===== config.mk =====
export PLATFORM = sky130hd
export DESIGN_NAME = iws_sequencer
export DESIGN_NICKNAME = d
export VERILOG_FILES = /design/src/iws_sequencer.v
export VERILOG_INCLUDE_DIRS = /design/src
export SDC_FILE = /design/constraint.sdc
export NUM_CORES = 1
export LEC_CHECK = 0
export ABC_AREA = 1
export BUFFER_PORTS_ARGS = -buffer_cell sky130_fd_sc_hd__buf_2
export CELL_PAD_IN_SITES_DETAIL_PLACEMENT = 2
export CELL_PAD_IN_SITES_GLOBAL_PLACEMENT = 2
export CORE_MARGIN = 4
export CORE_UTILIZATION = 28
export CTS_BUF_LIST = sky130_fd_sc_hd__clkbuf_16
export CTS_CLUSTER_SIZE = 20
export DETAILED_ROUTE_END_ITERATION = 10
export PLACE_DENSITY_LB_ADDON = 0.1
export SKIP_CTS_REPAIR_TIMING = 1
export SLEW_MARGIN = 10
export SYNTH_ARGS = -nofsm -noshare
export SYNTH_HDL_FRONTEND = slang
export SYNTH_SLANG_ARGS = --single-unit

===== constraint.sdc =====
create_clock -name core_clk -period 1.63 [get_ports core_clk]
set_input_delay 0.326 -clock core_clk [delete_from_list [all_inputs] [get_ports core_clk]]
set_output_delay 0.326 -clock core_clk [all_outputs]
set_load 0.02 [all_outputs]

===== src/iws_consts.vh =====
// constants for the interrupt and wait sequencer
`ifndef IWS_CONSTS_VH
`define IWS_CONSTS_VH
// register offsets on the plain register port
`define IWS_OFF_STAT_LOW 4'h0
`define IWS_OFF_STAT_MID 4'h1
`define IWS_OFF_STAT_HIGH 4'h2
`define IWS_OFF_BRK_CTRL 4'h3
`define IWS_OFF_BRK_STAT 4'h4
`define IWS_OFF_ENABLE_LO 4'h5
`define IWS_OFF_ENABLE_HI 4'h6
`define IWS_OFF_WAIT_CFG 4'h7
// field positions
`define IWS_BIT_BREAK_CLEAR_ENABLE 0
`define IWS_BIT_BREAK_STOP_WAIT_STATUS 1
`define IWS_BIT_WDOG_DIS 0
// reset values
`define IWS_RST_ENABLE 8'h00
`define IWS_RST_BRK_CTRL 8'h00
`define IWS_RST_WDOG_DIS 1'b0
// vector addresses
`define IWS_VEC_RESET 16'hfffe
`define IWS_VEC_TRAP 16'hfffc
`define IWS_VEC_BASE 16'hfffa
`define IWS_VEC_NONE 16'h0000
// number of maskable sources, flag index 1 to 15
`define IWS_NSRC 15
// cycles from wake request to stacking start
`define IWS_WAKE_DELAY 2'h1
`endif


===== src/iws_sequencer.v =====
// interrupt arbitration, break entry, flag protection and wait sequencing
//
// Notes on behaviour
// - arbitrate only at instruction boundary
// - service needs mask clear and source enable
// - highest fixed priority wins
// - pending request serviced before next instruction
// - upper index register never stacked
// - software trap ignores global mask
// - trap stacks pc, hardware stacks pc minus one
// - global mask gates all but trap; here break and reset ignore it too
// - timer channel 0 flag 3, vector fff6
// - timer channel 2 flag 6, vector fff0
// - converter flag 15, lowest, vector ffde
// - status flag reads one while requested
// - low status bits 0,1,3 read zero
// - resets highest priority, never arbitrated
// - break forces fetch from trap vector
// - break protects flags unless clear enable
// - flag cleared in break stays cleared
// - two-step clear finishes after break
// - wait or stop clears global mask
// - wait stops cpu clock, peripherals run
// - wake stacking starts one cycle later
// - break in wait sets status; watchdog
// - latched request keeps precedence
//
// overview
// - requests are levels from the peripherals
// - taken only at a boundary, a return or wake fire
// - reset taken at once, never latched
// - break taken at once, or held while busy
// - choice held until the core reports entry done; a hardware one drops once the mask is clear and no enabled request is left
// - status reads come one cycle after the strobe
// - enable bits for flags 2 and 8 have no effect
// - clock gating outputs are plain enables
//
// Our own choices: the strobed register port and the address map.
`include "iws_consts.vh"

module iws_sequencer #(
   parameter NSRC = `IWS_NSRC
)(
   // clock and reset
   input wire core_clk,
   input wire reset,
   // register port
   input wire [3:0] reg_addr,
   input wire [7:0] reg_wdata,
   input wire reg_wr,
   input wire reg_rd,
   output reg [7:0] reg_rdata,
   // peripheral requests, bit i is flag i, bit 0 unused
   input wire [NSRC:0] src_req,
   // processor core handshake
   input wire cpu_boundary,
   input wire cpu_global_mask,
   input wire cpu_trap_instr,
   input wire cpu_wait_instr,
   input wire cpu_stop_instr,
   input wire cpu_rti_done,
   input wire cpu_entry_done,
   input wire any_reset,
   input wire brk_req,
   // peripheral flag clear steps
   input wire flag_clear_req,
   output reg flag_clear_ok,
   // to processor core
   output reg service_req,
   output reg [15:0] vector_addr,
   output reg stack_pc_minus_one,
   output reg stack_upper_index,
   output reg clear_global_mask,
   output reg cpu_clk_en,
   output reg periph_clk_en,
   output reg break_active,
   output reg watchdog_run
);

   // ----------------------------------------------------------------
   // registers
   // ----------------------------------------------------------------
   // software controls
   reg [NSRC:1] enable_q;
   reg break_clear_enable_q;
   reg break_stop_wait_status_q;
   reg wdog_dis_q;
   // wait sequencing state
   reg in_wait_q;
   reg [1:0] wake_cnt_q;
   // latched service choice, held until the core takes it or, for a hardware one, the mask is clear and no enabled request is left
   reg latched_q;
   reg latched_trap_q;
   // break seen while another service was latched
   reg brk_pend_q;

   // ----------------------------------------------------------------
   // priority arbitration
   // ----------------------------------------------------------------
   wire [NSRC:1] req_flags;
   wire [NSRC:1] eligible;
   reg [15:0] win_vec;
   reg win_hit;
   wire eligible_any;
   integer i;

   // live request flags, unassigned positions forced low
   genvar g;
   generate
      for (g = 1; g <= NSRC; g = g + 1)
      begin : g_flag
         // flags 2 and 8 have no source
         assign req_flags[g] = (g == 2 || g == 8) ? 1'b0 : src_req[g];
         assign eligible[g] = req_flags[g] & enable_q[g];
      end
   endgenerate

   // any enabled source asking, mask aside
   assign eligible_any = |eligible;

   // ----------------------------------------------------------------
   // status and enable views
   // ----------------------------------------------------------------
   // low byte: flags 6..3 on top, flag 1 at bit 2
   wire [7:0] stat_low = {req_flags[6:3], 1'b0, req_flags[1], 2'b00};
   // middle byte: flags 14..7
   wire [7:0] stat_mid = req_flags[14:7];
   // high byte: flag 15 alone
   wire [7:0] stat_high = {7'h00, req_flags[15]};
   // enables read back in bits 7:1, flag 8 has none
   wire [7:0] en_low = {enable_q[7:1], 1'b0};
   wire [7:0] en_high = {enable_q[NSRC:9], 1'b0};

   // lowest index wins, vector steps down two per index
   always @*
   begin
      win_hit = 1'b0;
      win_vec = `IWS_VEC_NONE;
      // walk down so the lowest index lands last
      for (i = NSRC; i >= 1; i = i - 1)
      begin
         if (eligible[i])
         begin
            win_hit = 1'b1;
            // flag 3 gives fff6, 6 gives fff0, 15 gives ffde
            win_vec = `IWS_VEC_BASE - {i[14:0], 1'b0} + 16'h0002;
         end
      end
   end

   // mask gates hardware requests only
   wire hw_go = win_hit & ~cpu_global_mask;

   // break now or held from an earlier busy cycle
   wire brk_now = brk_req | brk_pend_q;

   // trap and break share the trap vector, mask ignored
   wire trap_go = cpu_trap_instr | brk_now;

   // ----------------------------------------------------------------
   // service latching and vector output
   // ----------------------------------------------------------------
   // wake fires one cycle after the wake event
   wire wake_fire = in_wait_q & (wake_cnt_q == `IWS_WAKE_DELAY);

   always @(posedge core_clk or posedge reset)
   begin
      if (reset)
      begin
         // nothing latched, no vector out of reset
         latched_q <= 1'b0;
         latched_trap_q <= 1'b0;
         service_req <= 1'b0;
         vector_addr <= `IWS_VEC_NONE;
         stack_pc_minus_one <= 1'b0;
         stack_upper_index <= 1'b0;
      end
      else
      begin
         // index high byte is never part of the frame
         stack_upper_index <= 1'b0;
         if (any_reset)
         begin
            // reset outranks everything, no arbitration
            latched_q <= 1'b0;
            latched_trap_q <= 1'b0;
            service_req <= 1'b1;
            vector_addr <= `IWS_VEC_RESET;
            stack_pc_minus_one <= 1'b0;
         end
         else if (latched_q)
         begin
            // hold latched choice until done, or a hardware one until mask clear and nothing eligible
            if (cpu_entry_done)
            begin
               latched_q <= 1'b0;
               service_req <= 1'b0;
            end
            // mask clear and nothing left to serve: let go
            else if (~latched_trap_q && cpu_global_mask == 1'b0 &&
                     ~eligible_any)
            begin
               latched_q <= 1'b0;
               service_req <= 1'b0;
            end
         end
         else if (brk_now || ((cpu_boundary | cpu_rti_done | wake_fire) &&
                  (trap_go | hw_go)))
         begin
            // boundary or return checks pending requests
            // a break needs no boundary, it is forced at once
            latched_q <= 1'b1;
            service_req <= 1'b1;
            if (trap_go)
            begin
               // trap frame holds the pc itself
               latched_trap_q <= 1'b1;
               vector_addr <= `IWS_VEC_TRAP;
               stack_pc_minus_one <= 1'b0;
            end
            else
            begin
               // hardware frame holds pc minus one
               latched_trap_q <= 1'b0;
               vector_addr <= win_vec;
               stack_pc_minus_one <= 1'b1;
            end
         end
         else
         begin
            // nothing taken this cycle
            service_req <= 1'b0;
         end
      end
   end

   // hold a break that arrives while a service is latched
   always @(posedge core_clk or posedge reset)
   begin
      if (reset)
         brk_pend_q <= 1'b0;
      else
         brk_pend_q <= brk_now & latched_q & ~any_reset;
   end

   // ----------------------------------------------------------------
   // wait mode sequencing
   // ----------------------------------------------------------------
   // anything that may end wait
   wire wake_ev = (hw_go | any_reset | brk_req);

   always @(posedge core_clk or posedge reset)
   begin
      if (reset)
      begin
         // core and peripheral clocks run out of reset
         in_wait_q <= 1'b0;
         wake_cnt_q <= 2'h0;
         cpu_clk_en <= 1'b1;
         periph_clk_en <= 1'b1;
         clear_global_mask <= 1'b0;
      end
      else
      begin
         periph_clk_en <= 1'b1;
         clear_global_mask <= cpu_wait_instr | cpu_stop_instr;
         // enter wait: stop the core clock only
         if (cpu_wait_instr && ~in_wait_q)
         begin
            in_wait_q <= 1'b1;
            cpu_clk_en <= 1'b0;
            wake_cnt_q <= 2'h0;
         end
         else if (in_wait_q)
         begin
            // count from the first wake event
            if (wake_cnt_q != 2'h0 || wake_ev)
               wake_cnt_q <= wake_cnt_q + 2'h1;
            // leave on the fire cycle, or at once on reset
            if (wake_fire || any_reset)
            begin
               in_wait_q <= 1'b0;
               cpu_clk_en <= 1'b1;
               wake_cnt_q <= 2'h0;
            end
         end
      end
   end

   // ----------------------------------------------------------------
   // break state, flag protection and watchdog
   // ----------------------------------------------------------------
   always @(posedge core_clk or posedge reset)
   begin
      if (reset)
      begin
         // clears allowed, watchdog runs from reset
         break_active <= 1'b0;
         break_stop_wait_status_q <= 1'b0;
         flag_clear_ok <= 1'b1;
         watchdog_run <= 1'b1;
      end
      else
      begin
         // break state from break request until return
         if (brk_req)
            break_active <= 1'b1;
         else if (cpu_rti_done)
            break_active <= 1'b0;
         // set wins over software clear
         if (brk_req && in_wait_q)
            break_stop_wait_status_q <= 1'b1;
         else if (reg_wr && reg_addr == `IWS_OFF_BRK_STAT &&
                  ~reg_wdata[`IWS_BIT_BREAK_STOP_WAIT_STATUS])
            break_stop_wait_status_q <= 1'b0;
         // protected break blocks every clear step, first or second
         flag_clear_ok <= ~(break_active | brk_req) | break_clear_enable_q;
         // a clear that went through is never undone here
         watchdog_run <= ~wdog_dis_q;
      end
   end

   // ----------------------------------------------------------------
   // software registers
   // ----------------------------------------------------------------
   // software writes; flag status registers ignore writes, break status is cleared in the break block
   always @(posedge core_clk or posedge reset)
   begin
      if (reset)
      begin
         // all sources disabled, protection on
         enable_q <= {NSRC{1'b0}};
         break_clear_enable_q <= 1'b0;
         wdog_dis_q <= `IWS_RST_WDOG_DIS;
      end
      else if (reg_wr)
      begin
         case (reg_addr)
            // break clear enable
            `IWS_OFF_BRK_CTRL: break_clear_enable_q <= reg_wdata[`IWS_BIT_BREAK_CLEAR_ENABLE];
            // enables for flags 1..7
            `IWS_OFF_ENABLE_LO: enable_q[7:1] <= reg_wdata[7:1];
            // enables for flags 9..15, flag 8 has no source
            `IWS_OFF_ENABLE_HI: enable_q[NSRC:9] <= reg_wdata[7:1];
            // watchdog disable
            `IWS_OFF_WAIT_CFG: wdog_dis_q <= reg_wdata[`IWS_BIT_WDOG_DIS];
            default: break_clear_enable_q <= break_clear_enable_q;
         endcase
      end
   end

   // read data one cycle after the strobe, zero otherwise
   always @(posedge core_clk or posedge reset)
   begin
      if (reset)
         reg_rdata <= 8'h00;
      else if (reg_rd)
      begin
         case (reg_addr)
            // live request flags, bits 0,1,3 of low read zero
            `IWS_OFF_STAT_LOW: reg_rdata <= stat_low;
            `IWS_OFF_STAT_MID: reg_rdata <= stat_mid;
            `IWS_OFF_STAT_HIGH: reg_rdata <= stat_high;
            // break controls and status
            `IWS_OFF_BRK_CTRL: reg_rdata <= {7'h00, break_clear_enable_q};
            `IWS_OFF_BRK_STAT: reg_rdata <= {6'h00, break_stop_wait_status_q, 1'b0};
            // enables and watchdog config
            `IWS_OFF_ENABLE_LO: reg_rdata <= en_low;
            `IWS_OFF_ENABLE_HI: reg_rdata <= en_high;
            `IWS_OFF_WAIT_CFG: reg_rdata <= {7'h00, wdog_dis_q};
            // unmapped offsets read zero
            default: reg_rdata <= 8'h00;
         endcase
      end
      else
         reg_rdata <= 8'h00;
   end

endmodule // iws_sequencer


Yosys cells after proc, flatten, opt, wreduce, memory -nomap -nowiden
Cells that the tools add are included.
W data, S select, Z words.
{"block": "word_totals", "reg_bits": 54, "input_bits": 42, "out_inout_bits": 33, "word_cells": 154}
{"block": "classes", "n_addsub": 1, "eq_ne": 10, "muxes": 63, "bitwise": 35, "n_reduce_logical": 26}
{"operator": "$mux W16", "n": 17}
{"operator": "$pmux W8 S8", "n": 1}
{"operator": "$mux W1", "n": 40}
{"operator": "$and A1 B1 Y1", "n": 17}
{"operator": "$eq A4 B3 Y1 const B", "n": 4}
{"operator": "$reduce_and A2 Y1", "n": 7}
{"operator": "$reduce_or A13 Y1", "n": 1}
{"operator": "$reduce_bool A2 Y1", "n": 6}
{"operator": "$or A1 B1 Y1", "n": 10}
{"operator": "$eq A4 B2 Y1 const B", "n": 2}
{"operator": "$mux W2", "n": 4}
{"operator": "$mux W8", "n": 1}
{"operator": "$not A1 Y1", "n": 8}
{"operator": "$logic_and A1 B1 Y1", "n": 7}
{"operator": "$eq A4 B1 Y1 const B", "n": 1}
{"operator": "$logic_not A4 Y1", "n": 1}
{"operator": "$ne A4 B3 Y1 const B", "n": 1}
{"operator": "$logic_or A1 B1 Y1", "n": 3}
{"operator": "$reduce_bool A3 Y1", "n": 1}
{"operator": "$add A2 B1 Y2 const B", "n": 1}
{"operator": "$eq A2 B1 Y1 const B", "n": 1}
{"operator": "$ne A2 B2 Y1 const B", "n": 1}

Longest topological paths before layout
Gate-level depths: netlist (run 1).
{"block": "logic_depth", "ltp_word": 22, "mapped_depth": 14, "depth_no_buf": 14}

Least setup slack after synthesis (run 1)
No wires, ideal clock.
{"block": "synth_path", "kind": "reg-to-reg", "from": "register enable_q (netlist bit en_high[4])", "to": "register vector_addr[14]", "setup_ns": 0.124, "arrival_time_ns": 1.311, "required_time_ns": 1.506, "path_slack_ns": 0.194, "path_stages_with_launch": 12, "n_path_buf": 0, "period_less_slack_ns": 1.436, "path_cell_list": "dfrtp_1 -> nand2_2 -> nand2_2 -> nor2_1 -> nand2_1 -> nor2_2 -> nor2_2 -> inv_2 -> nand2_2 -> nand2_4 -> nand2_4 -> or2_1"}
{"block": "synth_via", "elab_chain_len": 17, "elab_cells_between_ends": 31, "cone_classes": "mux (24); bitwise (3); reduce/logical (4)"}
{"element": "from (decl)", "line_no": "iws_sequencer.v:84", "text": "reg [NSRC:1] enable_q;"}
{"element": "from (signal assigned)", "line_no": "iws_sequencer.v:332", "text": "enable_q <= {NSRC{1'b0}};"}
{"element": "from (signal, indexed assignment)", "line_no": "iws_sequencer.v:344", "text": "`IWS_OFF_ENABLE_HI: enable_q[NSRC:9] <= reg_wdata[7:1];"}
{"element": "$and A1 B1 Y1 (*)", "line_no": "iws_sequencer.v:114", "text": "assign eligible[g] = req_flags[g] & enable_q[g];"}
{"element": "$mux W1 (10 in a row)", "line_no": "iws_sequencer.v:142", "text": "if (eligible[i])"}
{"element": "$and A1 B1 Y1", "line_no": "iws_sequencer.v:152", "text": "wire hw_go = win_hit & ~cpu_global_mask;"}
{"element": "$or A1 B1 Y1", "line_no": "iws_sequencer.v:208", "text": "(trap_go | hw_go)))"}
{"element": "$logic_and A1 B1 Y1", "line_no": "iws_sequencer.v:207", "text": "else if (brk_now || ((cpu_boundary | cpu_rti_done | wake_fire) &&"}
{"element": "$logic_or A1 B1 Y1", "line_no": "iws_sequencer.v:207"}
{"element": "$reduce_bool A2 Y1 (no source line)"}
{"element": "$reduce_and A2 Y1 (no source line)"}
{"element": "to (signal assigned)", "line_no": "iws_sequencer.v:188", "text": "vector_addr <= `IWS_VEC_RESET;"}
{"element": "to (signal assigned)", "line_no": "iws_sequencer.v:218", "text": "vector_addr <= `IWS_VEC_TRAP;"}
{"element": "to (signal assigned)", "line_no": "iws_sequencer.v:225", "text": "vector_addr <= win_vec;"}
{"element": "to (decl)", "line_no": "iws_sequencer.v:70", "text": "output reg [15:0] vector_addr,"}
Every way passes the cells marked *; elsewhere a longest branch is shown, timed or not. The select of a mux whose other input is x is not followed.
A chain may end at the register's enable or synchronous reset.

Worst setup path in the final report (run 1)
{"block": "layout_path", "from": "register enable_q (netlist bit en_low[5])", "to": "register vector_addr[14]"}
{"block": "layout_via", "elab_chain_len": 11, "elab_cells_between_ends": 19, "cone_classes": "mux (12); bitwise (3); reduce/logical (4)"}
{"element": "$and A1 B1 Y1 (*)", "line_no": "iws_sequencer.v:114"}
{"element": "$mux W1 (4 in a row)", "line_no": "iws_sequencer.v:142"}
{"element": "$and A1 B1 Y1", "line_no": "iws_sequencer.v:152"}
{"element": "$or A1 B1 Y1", "line_no": "iws_sequencer.v:208"}
{"element": "$logic_and A1 B1 Y1", "line_no": "iws_sequencer.v:207"}
{"element": "$logic_or A1 B1 Y1", "line_no": "iws_sequencer.v:207"}
{"element": "$reduce_bool A2 Y1 (no source line)"}
{"element": "$reduce_and A2 Y1 (no source line)"}
Marked as above.

==> impl_metrics.ini, run 1 <==
[outcome]
status = finished, final reports clean

[yosys]
synth-seq-cells = 44
synth_area_leaders = dfrtp_1 (44%), nand2_1 (16%), inv_1 (5.7%)
synth.most_common_cell = nand2_1
synth_area_um2 = 2310
ys_top_cells_by_count = nand2_1 (101), dfrtp_1 (41), inv_1 (35)
ys_types = 28
postSynthCellCount = 301
yosys.area.top_type = dfrtp_1
yosys_warnings = 0
syn_avg_cell_area_um2 = 7.67
synthFlopType = dfrtp_1
ys_async_sr_fraction_pct = 100
synth_edf_count = 0
synth_top_area_share_pct = 44.4
yosysSeqAreaShare_pct = 47.8

[cts]
numCtsBuffers = 5
cts_tree = done
cts.sinks = 44
path_clk_slew_ns = 0.07
clock_latency_ns = 0.29
ctsLongestPathBuffers = 2
htree_levels = 2
cts-root-buf = clkbuf_16

[placement]
io_buffers = 67
hpwl_mm = 6.09
routabilityCongestion = 0.753
preCtsSetupSlack_ns = -0.0278

[power_and_ir_drop]
leakagePower_nw = 1.69
power_mw = 3.68
comb_power_share_pct = 26.5
p_int_mw = 2.55
ir_worst_vdd_v = 0.000426
power-per-cell-area_nw_per_um2 = 1150
power.switching_mw = 1.13
clkPwrFrac_pct = 36.0
swShare_pct = 30.7
pwr-share-seq_pct = 37.5

[floorplan]
die_h_um = 98.8
row_count = 32
die_x_um = 98.8
die_area_um2 = 9770
core_area_um2 = 7890
start_util_pct = 29.3
io_pins = 75

[worst_setup_path]
worst-path-max-fanout = 5
r2r-end = vector_addr[14]
worst-setup-path-type = flop to flop
end_kind = flop
regToRegStartpoint = en_low[5]
cp.required_ns = 1.80
start_kind = flop
crit_arrival_ns = 1.78
r2r_setup_slack_ns = 0.02
r2r_cells = 11

[timing]
period_needed_ns = 1.61
finalSetupViolCount = 0
finalWorstSetupSlack_ns = 0.0183
fmax_mhz = 620
post-route-period-util_pct = 98.9
timing.final.hold_violations = 0
hold_slack_ns = 0.225
finClkSkew_ns = 0.00652
rsz0062_at_grt = yes
slew_violations = 0

[route]
drt_iter0_drc = 41
first_pass_iters = 4
wl_per_cell_um = 16.0
via_count = 2346
top_layer = met4
wl_met3_um = 394
met1_length_mm = 3.51
wl_mm = 7.98
drc_errors = 0
ant_nets = 0
via_per_inst = 4.69
wl_met2_mm = 4.03

[final_layout]
fill_cells = 970
nets = 441
n_antenna_cell = 0
syn_to_final_growth_pct = 38.2
drive_above_1_share_pct = 37.4
ff_latch_area_um2 = 1100
multiInputGateArea_um2 = 1030

[grt]
antenna_found_initial = 0
grt_max_degree = 22
gr-total-overflow = 0
grt_first_pass_wirelength_mm = 12.7
grt_usage_pct = 16.3
grt_pass1_vias = 2616

[min_path]
hold_start = brk_req
hold_depth = 2
min_to = flag_clear_ok
hold_class = input port to flop

[job]
cap_violations = 0
-- kinds of logic (layout without fill, tap and decap cells) --
group                      after synthesis  in the layout  share of synthesized area (%)
and+or+nand+nor                        168            168                           31.6
buffers and inverters                   51            147                           10.3
DFF                                     44             44                           47.8
AOI/OAI and AO/OA                       34             34                           8.78
adders and majority gates                2              2                           1.08
other                                    2              3                          0.325
-- final cells by class --
class / count / share of cell area [%]
Sequential cell: 44 / 34.6
Multi-Input combinational cell: 207 / 32.2
Timing Repair Buffer: 102 / 18.9
Inverter: 37 / 4.35
Tap cell: 102 / 4.00
Clock buffer: 5 / 3.92
Clock inverter: 3 / 2.00
-- layout by cell type, fill, tap and decap left out, types with 2 or more instances in the layout --
cell type / count
inv_2: 4
nand2_2: 18
buf_2: 67
a21oi_1: 3
buf_4: 33
o21ai_0: 20
or2_2: 2
dfstp_2: 3
a41oi_1: 6
ha_1: 2
clkbuf_16: 5
nand2_4: 2
nor2_2: 7
nand3_1: 24
dfrtp_1: 41
nor2_1: 19
nand2_1: 87
nand4_1: 3
bufinv_16: 2
inv_1: 33
nor3_1: 2
conb_1: 3
-- critical path: stages, from the launching register on --
cell,delay [ns]
dfrtp_1,0.40
nand2_2,0.11
nand2_2,0.07
nor2_2,0.10
nand2_1,0.07
nor2_2,0.15
nor2_2,0.08
inv_2,0.07
nand2_2,0.07
nand2_4,0.10
nand2_4,0.07
or2_1,0.20
-- per-stage QoR --
step | instance area [um^2] | cells | TNS (ns) | util [%]
after floorplan | 2310 | 302 | 0 | -
after global placement | 2860 | 481 | 0 | 36.2
after detailed placement | 2860 | 481 | -0.0551 | 36.2
after CTS | 3050 | 489 | -0.103 | 38.6
after global routing | 3190 | 500 | -0.514 | 40.5
final | 3190 | 500 | 0 | 40.5
-- registers in the layout, indices dropped and copies added, names as in the netlist, 2 cells and up --
| signal | flops |
|---|---|
| vector_addr | 6 |
| reg_rdata | 8 |
| en_low | 7 |
| en_high | 7 |
| wake_cnt_q | 2 |
-- worst max path at each step --
stage	from	endpoint	slack [ns]	cells after the start
2_1_floorplan	en_high[4]	vector_addr[14]	0.19	11
3_3_place_gp	src_req[14]	vector_addr[14]	0.03	12
3_5_place_dp	src_req[1]	vector_addr[14]	-0.03	12
4_1_cts	en_high[3]	wake_cnt_q[1]	-0.04	12
5_1_grt	en_high[1]	wake_cnt_q[0]	-0.11	12
6_report	en_low[5]	vector_addr[14]	0.02	11
-- power by group through the flow --
| stage | logic [mW] | registers [mW] | clock network [mW] |
|---|---|---|---|
| floorplan | 0.440 | 1.43 | 0 |
| global placement | 0.832 | 1.39 | 0 |
| detailed placement | 0.865 | 1.39 | 0 |
| CTS | 0.878 | 1.38 | 1.35 |
| global route | 1.10 | 1.40 | 1.40 |
| finish | 0.974 | 1.38 | 1.32 |
-- per-layer routing --
| metal | up-vias | global-route usage [%] |
|---|---|---|
| li1 | 1129 | - |
| met1 | 1150 | 20.5 |
| met2 | 62 | 29.0 |
| met3 | 5 | 2.90 |
| met4 | 0 | 3.47 |
| met5 | - | 0 |
Power figures use the tool's default switching activity.
==> run 2: changes to the inputs <==
CORE_ASPECT_RATIO = 1.4   (was default)
==> run 2 against run 1 <==
Compared with the run above: fmax decreased by 3.6%; sequential share of layout area grew 0.65 points; via count fell by 1.2%; critical path depth up 1; the run now ends with negative setup slack left; final cell count fell by 0.40%; sequential power about the same; worst hold slack got worse by 0.16 ns; clock skew is essentially flat; utilization fell by 0.77 points; highest routed layer unchanged; global-route usage down 0.40 points.
==> impl_metrics.ini, run 2 (same netlist as run 1, synthesis figures left out) <==
[outcome]
status = finished with violations
violations = negative setup slack

[final_layout]
fin_util_pct = 39.7
mostFrequentLayoutCell = nand2_1
syn_to_final_growth_pct = 35.6
multiInputGateArea_um2 = 1000
instances_no_fill = 498
ff_latch_area_um2 = 1100
nets = 441
mostFrequentLayoutCells = nand2_1 (91), buf_2 (67), dfrtp_1 (41)
n_antenna_cell = 0
fill_cells = 982
top_register = reg_rdata
drive_above_1_share_pct = 35.2
largest_reg_flops = 8

[grt]
gr-total-overflow = 0
grt_usage_pct = 15.9
antenna_found_initial = 0
grt_first_pass_wirelength_mm = 12.3
grt_pass1_vias = 2520
grt_max_degree = 45

[timing]
finalWorstSetupSlack_ns = -0.0418
finalSetupViolCount = 3
rsz0062_at_grt = yes
fmax_mhz = 598
tns_ns = -0.0785
slew_violations = 0
period_needed_ns = 1.67
timing.final.hold_violations = 0
finClkSkew_ns = 0.00622
post-route-period-util_pct = 103

[worst_setup_path]
startpoint = en_high[1]
crit_arrival_ns = 1.90
worst-setup-path-type = flop to flop
critPathSlowestCell = dfrtp_1
critPathBufInv = 2
end_kind = flop
regToRegStartpoint = en_high[1]
cp_common_cell = nand2_1
start_kind = flop
worstPathCellList = nand2_1, nand2_1, nor2_1, nand2_1, nor2_2, nor2_2, inv_2, buf_6, nand4_1, nand2_2, nand2_1, nand2_1
worst-path-max-fanout = 3
cpLargestDelayFamily = simple AND/OR/NAND/NOR gates
cpPeakStageDelay_ns = 0.38
cp.required_ns = 1.86
r2r_setup_slack_ns = -0.04

[route]
via_per_inst = 4.65
wl_per_cell_um = 15.3
ant_nets = 0
via_count = 2318
first_pass_iters = 4
wl_mm = 7.63
drt_iter0_drc = 49
drc_errors = 0

[placement]
io_buffers = 67
dp.cells = 479
hpwl_mm = 5.94
preCtsSetupSlack_ns = -0.0396
routabilityCongestion = 0.786

[power_and_ir_drop]
power_mw = 3.34
ir_worst_vdd_v = 0.000418
leakagePower_nw = 1.67
power-per-cell-area_nw_per_um2 = 1070

[floorplan]
die_area_um2 = 9790
core_area_um2 = 7890
row_count = 38
io_pins = 75
start_util_pct = 29.3
die_h_um = 115
die_x_um = 84.8

[job]
cap_violations = 0

[cts]
ctsLongestPathBuffers = 2
cts-root-buf = clkbuf_16
clock_latency_ns = 0.29
numCtsBuffers = 5
cts.sinks = 44
path_clk_slew_ns = 0.06
htree_levels = 2
cts_tree = done

[min_path]
hold_class = input port to asynchronous set/reset pin
run 2: worst register-to-register path: stages (launching register included):
cell and delay (ns):
dfrtp_1 0.38, nand2_1 0.11, nand2_1 0.09, nor2_1 0.13
nand2_1 0.09, nor2_2 0.16, nor2_2 0.07, inv_2 0.07
buf_6 0.09, nand4_1 0.16, nand2_2 0.15, nand2_1 0.06
nand2_1 0.06
run 2: stage by stage:
stage / instance area (um^2) / hold WS (ns)
2_1_floorplan: 2310 / 0.383
3_3_place_gp: 2870 / 0.382
3_5_place_dp: 2870 / 0.394
4_1_cts: 3010 / 0.0774
5_1_grt: 3130 / 0.0987
6_report: 3130 / 0.0675
run 2: report_power, final:
group / switching [mW] / internal (mW) / total, mW
combinational: 0.554 / 0.416 / 0.970
clock: 0.434 / 0.565 / 0.999
sequential: 0.109 / 1.26 / 1.37
run 2: layout make-up:
type,count,share of cell area (%)
sequential,44,35.3
multi-input combinational,207,31.9
timing repair buffer,102,19.7
inverter,37,4.51
clock buffer,5,3.99
tap,100,3.99
clock inverter,3,0.599
run 2: worst paths after layout:
| kind | endpoint | depth (start not counted) |
|---|---|---|
| setup reg to reg | wake_cnt_q[0] | 12 |
| max in group asynchronous | flag_clear_ok | 3 |
| hold reg to reg | watchdog_run | 1 |
| hold / removal | en_low[2] | 3 |
| setup / recovery | wake_cnt_q[0] | 12 |
| min in group core_clk | clear_global_mask | 2 |
run 2: layer usage:
metal | global-route usage (%) | vias up | share of wire (%)
li1 | - | 1128 | -
met1 | 17.7 | 1138 | 38
met2 | 30.5 | 44 | 57
met3 | 2.84 | 8 | 3.3
met4 | 4.75 | 0 | 1.4
met5 | 0 | - | 0
